--- src/hdl/sli_pkg.sv ---
// Purpose: Shared constants and types for the seven-level interrupt prioritizer.
// Assumes: One 250 MHz clock, synchronous active-high reset.
// Notes: Word indexes are byte address bits 9:2 of the Avalon-MM slaves.
package sli_pkg;
	// ==================================================
	// Widths
	localparam int SRC_N = 64;
	localparam int SRC_W = 6;
	localparam int LVL_W = 3;
	localparam int RANK_W = 4;
	localparam int VEC_W = 8;
	localparam int CTRL_W = 8;
	localparam int PROG_N = 56;
	localparam int PROG_FIRST = 8;
	localparam int LVL_TOP = 7;
	localparam int VECTOR_FETCH_CYCLE_AW = 5;
	localparam int VECTOR_FETCH_CYCLE_LVL_LO = 2;
	localparam int VECTOR_FETCH_CYCLE_LVL_HI = 4;
	localparam int AV_AW = 10;
	localparam int AV_DW = 32;
	localparam int WORD_LO = 2;
	localparam int WORD_HI = 9;
	// ==================================================
	// Control byte layout and ranking
	localparam int LVL_LO = 3;
	localparam int LVL_HI = 5;
	localparam int PRIO_LO = 0;
	localparam int PRIO_HI = 2;
	localparam logic [2:0] PRIO_SPLIT = 3'h4;
	localparam logic [3:0] RANK_MID = 4'h4;
	localparam logic [2:0] LVL_NMI = 3'h7;
	localparam logic [2:0] LVL_NONE = 3'h0;
	localparam logic [7:0] VEC_BASE = 8'h40;
	localparam logic [7:0] VEC_SPUR = 8'h18;
	// ==================================================
	// Controller-end registers (word indexes)
	localparam logic [7:0] DW_PEND_HI = 8'h00;
	localparam logic [7:0] DW_PEND_LO = 8'h01;
	localparam logic [7:0] DW_MASK_HI = 8'h02;
	localparam logic [7:0] DW_MASK_LO = 8'h03;
	localparam logic [1:0] DW_CTRL_TAG = 2'h1;
	localparam int MASK_ALL_BIT = 0;
	localparam logic [63:0] MASK_RST = 64'hFFFF_FFFF_FFFF_FFFF;
	localparam logic [7:0] CTRL_RST = 8'h00;
	// ==================================================
	// Core-end registers (word indexes)
	localparam logic [7:0] CW_CTRL = 8'h00;
	localparam logic [7:0] CW_STAT = 8'h01;
	localparam logic [7:0] CW_EVT = 8'h02;
	localparam logic [7:0] CW_EMASK = 8'h03;
	localparam int EVT_W = 3;
	localparam int EV_TAKEN = 0;
	localparam int EV_SPUR = 1;
	localparam int EV_NMI = 2;
	localparam int STAT_LVL_LO = 8;
	localparam int STAT_HOLD = 16;
	localparam logic [2:0] CORE_MASK_RST = 3'h7;
	typedef enum logic [2:0] {
		SLI_IDLE = 3'b001,
		SLI_FETCH = 3'b010,
		SLI_HOLD = 3'b100
	} sli_core_state_t;
endpackage

--- src/hdl/sli_link_if.sv ---
// Purpose: Level and acknowledge link between prioritizer and core.
// Assumes: Both ends run on the same clock.
// Notes: vector_fetch_cycle_req marks the acknowledge byte fetch; it is held until vector_fetch_cycle_ack.
`timescale 1ns/100ps
interface sli_link_if;
	logic [2:0] level;
	logic vector_fetch_cycle_req;
	logic [4:0] vector_fetch_cycle_addr;
	logic vector_fetch_cycle_ack;
	logic [7:0] vector;
	modport ctrl(output level, input vector_fetch_cycle_req, input vector_fetch_cycle_addr, output vector_fetch_cycle_ack, output vector);
	modport core(input level, output vector_fetch_cycle_req, output vector_fetch_cycle_addr, input vector_fetch_cycle_ack, input vector);
endinterface

--- src/hdl/sli_level_pick.sv ---
// Purpose: Finds the highest-ranked active source at one level.
// Assumes: Rank 8 is the top slot of a level, rank 0 the bottom.
// Notes: Equal ranks go to the lowest source number.
`timescale 1ns/100ps
module sli_level_pick
	import sli_pkg::*;
(
	// Sources
	input wire logic [63:0] act_i,
	input wire logic [63:0][2:0] lvl_i,
	input wire logic [63:0][3:0] rank_i,
	// Query
	input wire logic [2:0] sel_i,
	output logic hit_o,
	output logic [5:0] src_o
);
	logic [3:0] best;
	always_comb begin
		hit_o = 1'b0;
		src_o = '0;
		best = '0;
		for (int i = 1; i < SRC_N; i++) begin
			if (act_i[i] && sel_i != LVL_NONE && lvl_i[i] == sel_i && (!hit_o || rank_i[i] > best)) begin
				hit_o = 1'b1;
				src_o = SRC_W'(i);
				best = rank_i[i];
			end
		end
	end
endmodule

--- src/hdl/sli_ctrl_end.sv ---
// Purpose: Interrupt prioritizer: 63 sources onto a 3-bit level, vector answer.
// Assumes: Requests come from logic on this clock; Avalon-MM slave with waitrequest.
// Notes: Control bytes for sources 1-7 read as zero and ignore writes.
// Contract
// - Three-bit level, seven highest, zero idle.
// - Core takes levels above its mask.
// - Level seven edge, unmaskable; others level-sensitive.
// - Peripheral holds request until software clears.
// - Acknowledge byte fetch answered with vector.
// - User vectors lie in 64 to 255.
// - Acknowledge never reaches the peripheral.
// - 63 sources, seven levels, nine slots.
// - Sources 1-7 fixed at level midpoint.
// - Sources 8-63 take programmed level, priority.
// - Priorities 7-4 above midpoint, 3-0 below.
// - Core raises its mask to taken level.
// - First handler instruction before next sample.
// - Acknowledged level from address bits 4:2.
// - Vector is 64 plus source number.
// - Empty level answers vector 24.
// - Per-level request vector encoded to level.
//
// The implementer's own choices: the placing of the registers and the Avalon-MM interface to the registers.
`timescale 1ns/100ps
module sli_ctrl_end
	import sli_pkg::*;
(
	// Clock and reset
	input wire logic clock_i,
	input wire logic rst_i,
	// Peripheral requests, bit n is source n
	input wire logic [63:1] src_req_i,
	// Core link
	sli_link_if.ctrl link,
	// Avalon-MM slave
	input wire logic [sli_pkg::AV_AW-1:0] avs_address_i,
	input wire logic avs_read_i,
	input wire logic avs_write_i,
	input wire logic [sli_pkg::AV_DW-1:0] avs_writedata_i,
	output logic [sli_pkg::AV_DW-1:0] avs_readdata_o,
	output logic avs_waitrequest_o
);
	import sli_pkg::*;

	// ==================================================
	// State
	typedef struct packed {
		logic [63:0] mask;
		logic [PROG_N-1:0][CTRL_W-1:0] ctrl;
		logic [LVL_W-1:0] level;
		logic ack;
		logic [VEC_W-1:0] vec;
		logic wreq;
		logic [AV_DW-1:0] rdata;
	} sli_dev_st_t;

	sli_dev_st_t st_reg;
	sli_dev_st_t st_next;

	logic [63:0] act;
	logic [63:0][2:0] src_lvl;
	logic [63:0][3:0] src_rank;
	logic [7:0] lvl_vec;
	logic pick_hit;
	logic [5:0] pick_src;
	logic [7:0] word;
	logic [5:0] cidx;

	// ==================================================
	// Source mapping
	// A masked source is dropped before ranking, so a masked request never reaches the level or the vector.
	assign act = st_reg.mask[MASK_ALL_BIT] ? '0 : ({src_req_i, 1'b0} & ~st_reg.mask);
	assign src_lvl[0] = LVL_NONE;
	assign src_rank[0] = '0;

	genvar gi;
	generate
		for (gi = 1; gi < SRC_N; gi++) begin : g_src
			if (gi < PROG_FIRST) begin : g_fixed
				assign src_lvl[gi] = LVL_W'(gi);
				assign src_rank[gi] = RANK_MID;
			end else begin : g_prog
				logic [2:0] prio;
				assign prio = st_reg.ctrl[gi-PROG_FIRST][PRIO_HI:PRIO_LO];
				assign src_lvl[gi] = st_reg.ctrl[gi-PROG_FIRST][LVL_HI:LVL_LO];
				// Upper priorities skip the midpoint slot, giving nine slots per level.
				assign src_rank[gi] = (prio >= PRIO_SPLIT) ? {1'b0, prio} + 4'h1 : {1'b0, prio};
			end
		end
	endgenerate

	sli_level_pick u_pick (
		.act_i(act),
		.lvl_i(src_lvl),
		.rank_i(src_rank),
		.sel_i(link.vector_fetch_cycle_addr[VECTOR_FETCH_CYCLE_LVL_HI:VECTOR_FETCH_CYCLE_LVL_LO]),
		.hit_o(pick_hit),
		.src_o(pick_src)
	);

	assign word = avs_address_i[WORD_HI:WORD_LO];
	assign cidx = word[5:0];

	// ==================================================
	// Next state
	always_comb begin
		st_next = st_reg;
		// Per-level request vector, then the highest set level.
		lvl_vec = '0;
		for (int i = 1; i < SRC_N; i++) begin
			if (act[i]) begin
				lvl_vec[src_lvl[i]] = 1'b1;
			end
		end
		st_next.level = LVL_NONE;
		for (int l = 1; l <= LVL_TOP; l++) begin
			if (lvl_vec[l]) begin
				st_next.level = LVL_W'(l);
			end
		end

		// The answer comes from here alone; the peripheral sees nothing of the fetch.
		st_next.ack = 1'b0;
		if (link.vector_fetch_cycle_req && !st_reg.ack) begin
			st_next.ack = 1'b1;
			st_next.vec = pick_hit ? VEC_BASE + {2'b00, pick_src} : VEC_SPUR;
		end

		// Bus slave: waitrequest drops one cycle after a request is seen.
		st_next.wreq = 1'b1;
		if ((avs_read_i || avs_write_i) && st_reg.wreq) begin
			st_next.wreq = 1'b0;
			st_next.rdata = '0;
			if (word == DW_PEND_HI) begin
				st_next.rdata = act[63:32];
			end else if (word == DW_PEND_LO) begin
				st_next.rdata = act[31:0];
			end else if (word == DW_MASK_HI) begin
				st_next.rdata = st_reg.mask[63:32];
			end else if (word == DW_MASK_LO) begin
				st_next.rdata = st_reg.mask[31:0];
			end else if (word[7:6] == DW_CTRL_TAG && cidx >= SRC_W'(PROG_FIRST)) begin
				st_next.rdata = {24'h00_0000, st_reg.ctrl[cidx - SRC_W'(PROG_FIRST)]};
			end
		end
		if (avs_write_i && !st_reg.wreq) begin
			if (word == DW_MASK_HI) begin
				st_next.mask[63:32] = avs_writedata_i;
			end else if (word == DW_MASK_LO) begin
				st_next.mask[31:0] = avs_writedata_i;
			end else if (word[7:6] == DW_CTRL_TAG && cidx >= SRC_W'(PROG_FIRST)) begin
				st_next.ctrl[cidx - SRC_W'(PROG_FIRST)] = avs_writedata_i[CTRL_W-1:0];
			end
		end
	end

	// ==================================================
	// Registers
	always_ff @(posedge clock_i) begin
		if (rst_i) begin
			st_reg.mask <= MASK_RST;
			st_reg.ctrl <= {PROG_N{CTRL_RST}};
			st_reg.level <= LVL_NONE;
			st_reg.ack <= 1'b0;
			st_reg.vec <= VEC_SPUR;
			st_reg.wreq <= 1'b1;
			st_reg.rdata <= '0;
		end else begin
			st_reg <= st_next;
		end
	end

	assign link.level = st_reg.level;
	assign link.vector_fetch_cycle_ack = st_reg.ack;
	assign link.vector = st_reg.vec;
	assign avs_readdata_o = st_reg.rdata;
	assign avs_waitrequest_o = st_reg.wreq;
endmodule

--- src/flat_wrapper.sv ---
// flat-port wrapper written by rule: the top's interface ports become plain ports
module sli_ctrl_end_flat import sli_pkg::*;
  (clock_i, rst_i, src_req_i, avs_address_i, avs_read_i, avs_write_i, avs_writedata_i, avs_readdata_o, avs_waitrequest_o, link_level, link_vector_fetch_cycle_req, link_vector_fetch_cycle_addr, link_vector_fetch_cycle_ack, link_vector);
  sli_link_if link_i ();
  input wire logic clock_i;
  input wire logic rst_i;
  input wire logic [63:1] src_req_i;
  input wire logic [sli_pkg::AV_AW-1:0] avs_address_i;
  input wire logic avs_read_i;
  input wire logic avs_write_i;
  input wire logic [sli_pkg::AV_DW-1:0] avs_writedata_i;
  output logic [sli_pkg::AV_DW-1:0] avs_readdata_o;
  output logic avs_waitrequest_o;
  output wire logic [$bits(link_i.level)-1:0] link_level;
  input wire logic [$bits(link_i.vector_fetch_cycle_req)-1:0] link_vector_fetch_cycle_req;
  input wire logic [$bits(link_i.vector_fetch_cycle_addr)-1:0] link_vector_fetch_cycle_addr;
  output wire logic [$bits(link_i.vector_fetch_cycle_ack)-1:0] link_vector_fetch_cycle_ack;
  output wire logic [$bits(link_i.vector)-1:0] link_vector;
  assign link_level = link_i.level;
  assign link_i.vector_fetch_cycle_req = link_vector_fetch_cycle_req;
  assign link_i.vector_fetch_cycle_addr = link_vector_fetch_cycle_addr;
  assign link_vector_fetch_cycle_ack = link_i.vector_fetch_cycle_ack;
  assign link_vector = link_i.vector;
  sli_ctrl_end u_core (.clock_i(clock_i), .rst_i(rst_i), .src_req_i(src_req_i), .link(link_i), .avs_address_i(avs_address_i), .avs_read_i(avs_read_i), .avs_write_i(avs_write_i), .avs_writedata_i(avs_writedata_i), .avs_readdata_o(avs_readdata_o), .avs_waitrequest_o(avs_waitrequest_o));
endmodule
--- config.mk ---
export PLATFORM = sky130hd
export DESIGN_NAME = sli_ctrl_end_flat
export DESIGN_NICKNAME = d
export VERILOG_FILES = /design/src/hdl/sli_pkg.sv /design/src/hdl/sli_link_if.sv /design/src/hdl/sli_level_pick.sv /design/src/hdl/sli_ctrl_end.sv /design/src/flat_wrapper.sv
export SDC_FILE = /design/constraint.sdc
export NUM_CORES = 2
export LEC_CHECK = 0
export ABC_AREA = 1
export BUFFER_PORTS_ARGS = -buffer_cell sky130_fd_sc_hd__buf_4
export CAP_MARGIN = 20
export CORE_MARGIN = 4
export CORE_UTILIZATION = 50
export CTS_CLUSTER_SIZE = 8
export DETAILED_ROUTE_END_ITERATION = 8
export PLACE_DENSITY = 0.65
export SYNTH_ARGS = -nofsm -noshare
export SYNTH_HDL_FRONTEND = slang
export SYNTH_HIERARCHICAL = 1
export SYNTH_SLANG_ARGS = --single-unit
export TNS_END_PERCENT = 100
--- constraint.sdc ---
create_clock -name clock_i -period 148.4 [get_ports clock_i]
set_input_delay 29.68 -clock clock_i [delete_from_list [all_inputs] [get_ports clock_i]]
set_output_delay 29.68 -clock clock_i [all_outputs]
set_load 0.05 [all_outputs]
## Word level (Yosys, flattened, before mapping)

Index checks and enable logic that the tools add are counted.

- Eq/ne operators: 67
- Shift-type cells: 0
- Bitwise gates (word level): 60
- Multiplexer cells: 440
- Magnitude comparators: 233
- $add $sub $neg: 58
- Div/mod/pow operators: 0
- Multipliers: 0
- Reduce and logical (&&, ||, !) cells: 381

Operators with widths:

| cell | number |
|---|---|
| two-way mux 8 bit | 61 |
| two-way mux 4 bit | 118 |
| bitwise mux 448 bit | 1 |
| bitwise OR 8 bit | 56 |
| two-way mux 6 bit | 63 |
| logical AND 1 bit | 249 |
| adder 3 x 1 -> 4 bit, second input constant | 56 |
| > comparator 4 bit | 56 |
| less-than comparator 3 x 4 -> 1 bit, second input constant | 56 |
| demux 1 bit (select 3 bit) | 56 |
| == test 3 bit | 56 |
| greater-or-equal comparator 3 x 1 -> 1 bit, second input constant | 56 |
| greater-or-equal comparator 3 bit, second input constant | 56 |
| two-way mux 32 bit | 4 |
| two-way mux 1 bit | 121 |
| bitwise AND 64 bit | 1 |
| logical NOT 1 bit | 64 |
| two-way mux 64 bit | 1 |
| inverter 64 bit | 1 |
| logical OR 1 bit | 63 |
| binary-select mux 8 bit (select 6 bit) | 1 |
| demux 8 bit (select 6 bit) | 1 |
| two-way mux 33 bit | 1 |
| > comparator 3 x 4 -> 1 bit, first input constant | 6 |
| 22 further kinds | 35 |

- Output and inout bits: 45
- Memory bits (read-only): 0
- Memory bits (writable): 0
- Bits of input ports: 115
- Logic and storage cells: 1302
- Memories: 0
- Register bits after elaboration: 557
- Bits in latches: 0

## Longest topological paths before layout

- Word-level depth: 257
- Gate-level depth with buffers: 672
- Mapped depth without buffers: 630

## Modules after synthesis

The synthesis kept the hierarchy.

Modules (own cells, without submodules):

| module | area each (um^2) | sequential area each (um^2) | cells an instance | times used |
|---|---|---|---|---|
| sli_ctrl_end | 32147.1 | 11130.7 | 4744 | 1 |
| sli_level_pick | 15078.2 | 0.0 | 2720 | 1 |

## Worst setup path before layout

Ideal clock, no wire load.

- Kind: input-to-reg
- Start point: input link_vector_fetch_cycle_addr[4]
- End point: register u_core.st_reg, in the netlist u_core/link.vector[4]
- Buffers on the path: 42
- Arrival: 95.613 ns
- Stages: 660
- Required time: 148.262 ns
- Setup slack: 52.649 ns
- Library setup time: 0.138 ns
- Path through: buf_6 > inv_8 > nand3_4 > inv_2 > nor2_2 > nand3_1 > ha_1 > nand2_1 > inv_2 > nand2_1 > nand2_1 > nand2_1 > nand2_1 > nand2_1 > nand2_1 > o21ai_0 > ha_1 > a21oi_1 > [624 not listed] > o21bai_1 > nand2_1 > o21ai_0 > nand2_1 > nand2_1 > or2_2 > nand2_1 > ha_1 > inv_1 > nor2_1 > o21bai_1 > a2bb2oi_1 > o21ai_0 > nand2_1 > a31oi_1 > nand3b_1 > nor2_1 > o21ai_0

- Longest elaborated chain between the ends: 254
- Elaborated cells between the ends (all ways): 628
- Classes of those cells: add/sub (1); order compare (62); eq/ne (63); mux (189); reduce/logical (313)

Ends and longest elaborated chain:

| item | line | source |
|---|---|---|
| start, declared | flat_wrapper.sv:16 | `input wire logic [$bits(link_i.vector_fetch_cycle_addr)-1:0] link_vector_fetch_cycle_addr;` |
| nonzero test 3 bit | sli_level_pick.sv:23 | `if (act_i[i] && sel_i != LVL_NONE && lvl_i[i] == sel_i && (!hit_o \|\| rank_i[i] > best)) begin` |
| logical AND 1 bit (2 in a row) | sli_level_pick.sv:23 |  |
| two-way mux 3 bit or two-way mux 1 bit (tied branches) | sli_level_pick.sv:23 |  |
| > comparator 3 x 4 -> 1 bit or logical NOT 1 bit (tied branches) | sli_level_pick.sv:23 |  |
| logical OR 1 bit | sli_level_pick.sv:23 |  |
| logical AND 1 bit | sli_level_pick.sv:23 |  |
| two-way mux 4 bit or two-way mux 1 bit (tied branches) | sli_level_pick.sv:23 |  |
| > comparator 3 x 4 -> 1 bit or logical NOT 1 bit (tied branches) | sli_level_pick.sv:23 |  |
| [238 not listed] | n/a |  |
| two-way mux 4 bit or two-way mux 1 bit (tied branches) | sli_level_pick.sv:23 |  |
| > comparator 4 bit or logical NOT 1 bit (tied branches) | sli_level_pick.sv:23 |  |
| logical OR 1 bit | sli_level_pick.sv:23 |  |
| logical AND 1 bit | sli_level_pick.sv:23 |  |
| two-way mux 6 bit * | sli_level_pick.sv:23 |  |
| net u_core.pick_src[4] | sli_ctrl_end.sv:65 | `logic [5:0] pick_src;` |
| adder 7 x 6 -> 8 bit * | sli_ctrl_end.sv:126 | `st_next.vec = pick_hit ? VEC_BASE + {2'b00, pick_src} : VEC_SPUR;` |
| two-way mux 8 bit * | sli_ctrl_end.sv:126 |  |
| end signal, assigned | sli_ctrl_end.sv:169 | `st_reg <= st_next;` |
| end, declared | sli_ctrl_end.sv:57 | `sli_dev_st_t st_reg;` |

The timed path passes the listed nets; every way through them passes the cells marked *.
A chain may end at the register's enable or synchronous reset.

## Final worst setup path

- Start point: input link_vector_fetch_cycle_addr[4]
- End point: register u_core.st_reg, in the netlist u_core/link.vector[3]

Same word-level chain as after synthesis.

==> results.json <==
{
  "run_status": "finished clean",
  "number_of_drc_markers_in_iteration_0": 6821,
  "hold_slack_ns": 0.456,
  "drc_errors": 0,
  "clkSlewWorstSetupHoldPaths_ns": 0.05,
  "vdd_drop_max_mv": 0.00833,
  "fillerInstances": 9460,
  "synth_top_family_by_area": "simple AND/OR/NAND/NOR gates",
  "crit_path_max_incr_delay_ns": 0.45,
  "number_of_warnings_printed_during_yosys_synthesis": 6,
  "final_critical_path_setup_slack_ns": 43.27,
  "post_synth_fa_ha_maj_area_fraction_pct": 8.13,
  "path_buf_inv": 64,
  "cp_data_arrival_time_ns": 105.61,
  "crit_path_max_fanout": 51,
  "largest_register_ffs": 176,
  "dp_hpwl_mm": 158,
  "routed-via-count": 52400,
  "port_buffers": 154,
  "tightest_slew_ns": 1.27,
  "finalWorstPathRequiredPeriod_ns": 105.13,
  "num_io_pins": 160,
  "syn_area_mm2": 0.0472,
  "yosys_register_bits": 556,
  "final-max-slew-violation-count": 0,
  "required_ns": 148.88,
  "dieArea_mm2": 0.0994,
  "synth_enable_flop_cells": 0,
  "final_layout_size_suffix_gt1_share_pct": 10.0,
  "gp_routability_congestion": 1.12,
  "cts_hold_repair.buffers": 0,
  "dp_slack_ns": 43.14,
  "synth.area.mux_share_pct": 0,
  "postRouteAntennaNets": 0,
  "critical_path.top_delay_family": "simple AND/OR/NAND/NOR gates",
  "xor_and_xnor_area_share_after_synthesis_pct": 2.17,
  "post_cts_buffers": 0,
  "dieHeight_um": 315,
  "post_drt_wl_per_cell_um": 23.4,
  "synthesized_area_fraction_occupied_by_and_or_nand_nor_cells_pct": 32.9,
  "timing_worst_setup_path_type": "in2reg",
  "clockBufferDepth": 3,
  "htree_levels": 3,
  "slew_headroom_pct": 15.2,
  "grt.met1_usage_pct": 55.5,
  "crit_top_cell": "nand2_1",
  "grt_util_met2_pct": 58.9,
  "cts_tree": "yes",
  "grt_use_met3_pct": 7.71,
  "grt_setup_unrepaired": "no",
  "timing.critical_path.from_type": "primary input",
  "ys_seq_area_share_pct": 23.6,
  "grt-busiest-layer": "met2",
  "synth_to_final_area_change_pct": 8.32,
  "antenna_violations_before_repair": 10,
  "asyncSetResetFlopFracSynth_pct": 0,
  "numCtsBuffers": 80,
  "synth-compound-area-share_pct": 21.0,
  "period_share_pct": 70.8,
  "sum_neg_setup_slack_ns": 0,
  "synth.lib_cells_used.distinct": 67,
  "clkSinkCount": 556,
  "row_count": 112,
  "clkLatencyLatePin_ns": 0.66,
  "nNetsFinal": 7932,
  "synth_top_flop_cell": "dfxtp_1",
  "avgViaCountPerCell": 5.97,
  "timing.clock.skew_ns": 0.0652,
  "core_area_mm2": 0.0935,
  "pin_count_of_the_biggest_net_entering_global_routing": 171,
  "grt_first_pass_wirelength_mm": 297,
  "worstHoldPathType": "reg2reg",
  "number_of_endpoints_failing_setup_at_the_final_stage": 0,
  "synth_cells": 7464,
  "achievable-frequency_mhz": 9.51,
  "cellLeakagePower_nw": 23.4,
  "floorplan.die.width_um": 315,
  "cp_slowest_cell": "o21ai_0",
  "initial_core_util_pct": 50.5,
  "timing.critical_path.to_type": "flop",
  "syn_avg_cell_area_um2": 6.33,
  "drv.max_cap_violation_count": 0,
  "power_density_mw_per_mm2": 6.80,
  "clock-root-buffer": "clkbuf_16",
  "drt_pass1_iterations": 6,
  "ctsResizeCount": 0,
  "grt_remaining_overflow": 0,
  "global_route.usage.total_pct": 39.7,
  "via_count_of_the_first_global_routing_pass": 46100,
  "wl_mm": 205,
  "final_count_of_hold_timing_violations": 0
}
==> metal layers <==
layer / routed length (um) / vias to the layer above / share of wire, %
met4: 11100 / 4 / 5.4
met5: 23 / - / 0.011
met3: 21800 / 462 / 11
met1: 88100 / 24100 / 43
li1: - / 25000 / -
met2: 84400 / 2799 / 41
==> final cells by class <==
type                       count  area, um^2  area share (%)
multi-input combinational   5695       30700            60.1
sequential                   556       11100            21.8
inverter                     898        3400            6.65
timing repair buffer         279        2100            4.10
clock buffer                  82        2030            3.97
tap                         1254        1570            3.07
clock inverter                 9         178           0.347
antenna                        3        7.51          0.0147
==> cells in the mapped netlist, types with 6 or more instances <==
master / n / share of area (%)
buf_1: 18 / 0.14
nor4_1: 8 / 0.11
nand2_1: 1389 / 11
buf_2: 69 / 0.73
a211oi_1: 6 / 0.095
nor3_1: 193 / 2.0
nand3b_1: 7 / 0.11
nand2_2: 119 / 1.6
a221oi_1: 10 / 0.19
o211ai_1: 57 / 0.91
o22ai_1: 59 / 0.78
xor2_1: 112 / 2.1
clkbuf_1: 182 / 1.4
or2_2: 101 / 1.3
nand2_4: 8 / 0.19
o2111ai_1: 12 / 0.22
nand3_1: 674 / 7.1
dfxtp_1: 556 / 24
nor2_1: 514 / 4.1
o21bai_1: 57 / 0.91
nor2_2: 38 / 0.50
o21ai_1: 52 / 0.55
buf_6: 51 / 1.2
ha_1: 307 / 8.1
a21oi_1: 570 / 6.0
nand4_1: 259 / 3.4
o21ai_0: 890 / 9.4
buf_4: 77 / 1.2
inv_2: 52 / 0.41
a22oi_1: 22 / 0.35
inv_1: 838 / 6.7
nor2_4: 25 / 0.60
a2111oi_0: 48 / 0.89
==> layout by cell type (no fill, tap or decap), types with 22 or more instances in the layout <==
master	instances
a22oi_1	22
o21ai_1	52
o21bai_1	57
o22ai_1	59
nand3_1	674
a21oi_1	570
o211ai_1	57
clkbuf_16	80
nor3_1	193
nor2_1	510
nor2_2	40
o21ai_0	889
or2_2	101
a2111oi_1	32
conb_1	91
dfxtp_1	556
nor2_4	27
nand2_1	1387
buf_4	273
inv_1	831
nand4_1	259
inv_2	55
xor2_1	112
nand2_2	121
ha_1	307
==> power breakdown <==
part,internal (W),leakage (nW),switching (W)
Combinational,0.00000725,17.8,0.0000226
Clock,0.0000972,1.07,0.0000705
Sequential,0.000150,4.48,0.000000507
==> worst register-to-register path: cells and delay by family (launching register included) <==
| family | cells | cell delay, ns |
|---|---|---|
| buf+inv | 63 | 3.10 |
| fa+ha+maj | 62 | 19.89 |
| compound gates | 124 | 17.21 |
| simple gates | 358 | 35.76 |
| flops | 1 | 0.30 |
==> logic make-up (layout without fill, tap and decap cells) <==
logic type,after synthesis,count (layout)
AND/OR/NAND/NOR,3368,3368
XOR/XNOR,117,117
adder cells (fa/ha/maj),307,307
AO/OA/AOI/OAI,1812,1812
flip-flops,556,556
other,2,94
buffers and inverters,1302,1268
==> final timing paths <==
path                              startpoint                    end  slack [ns]  cells past startpoint
max reg2reg               u_core/st_reg[494]  u_core/link.vector[3]       71.94                    607
min reg2reg               u_core/st_reg[554]     u_core/st_reg[554]        0.46                      2
max          link_vector_fetch_cycle_addr[4]  u_core/link.vector[3]       43.27                    607
min                       u_core/st_reg[554]     u_core/st_reg[554]        0.46                      2
==> metrics by stage <==
| step | std cells | area [um^2] | power, W | util, % |
|---|---|---|---|---|
| 3_3_place_gp | 8675 | 48900 | 0.000182 | 52.3 |
| 5_1_grt | 8773 | 51100 | 0.000355 | 54.7 |
| 2_1_floorplan | 7553 | 47600 | 0.000171 | - |
| 4_1_cts | 8767 | 51100 | 0.000347 | 54.7 |
| 3_5_place_dp | 8676 | 48900 | 0.000182 | 52.3 |
| 6_report | 8776 | 51200 | 0.000348 | 54.7 |
Note: power is estimated with default switching activity, not from simulation.
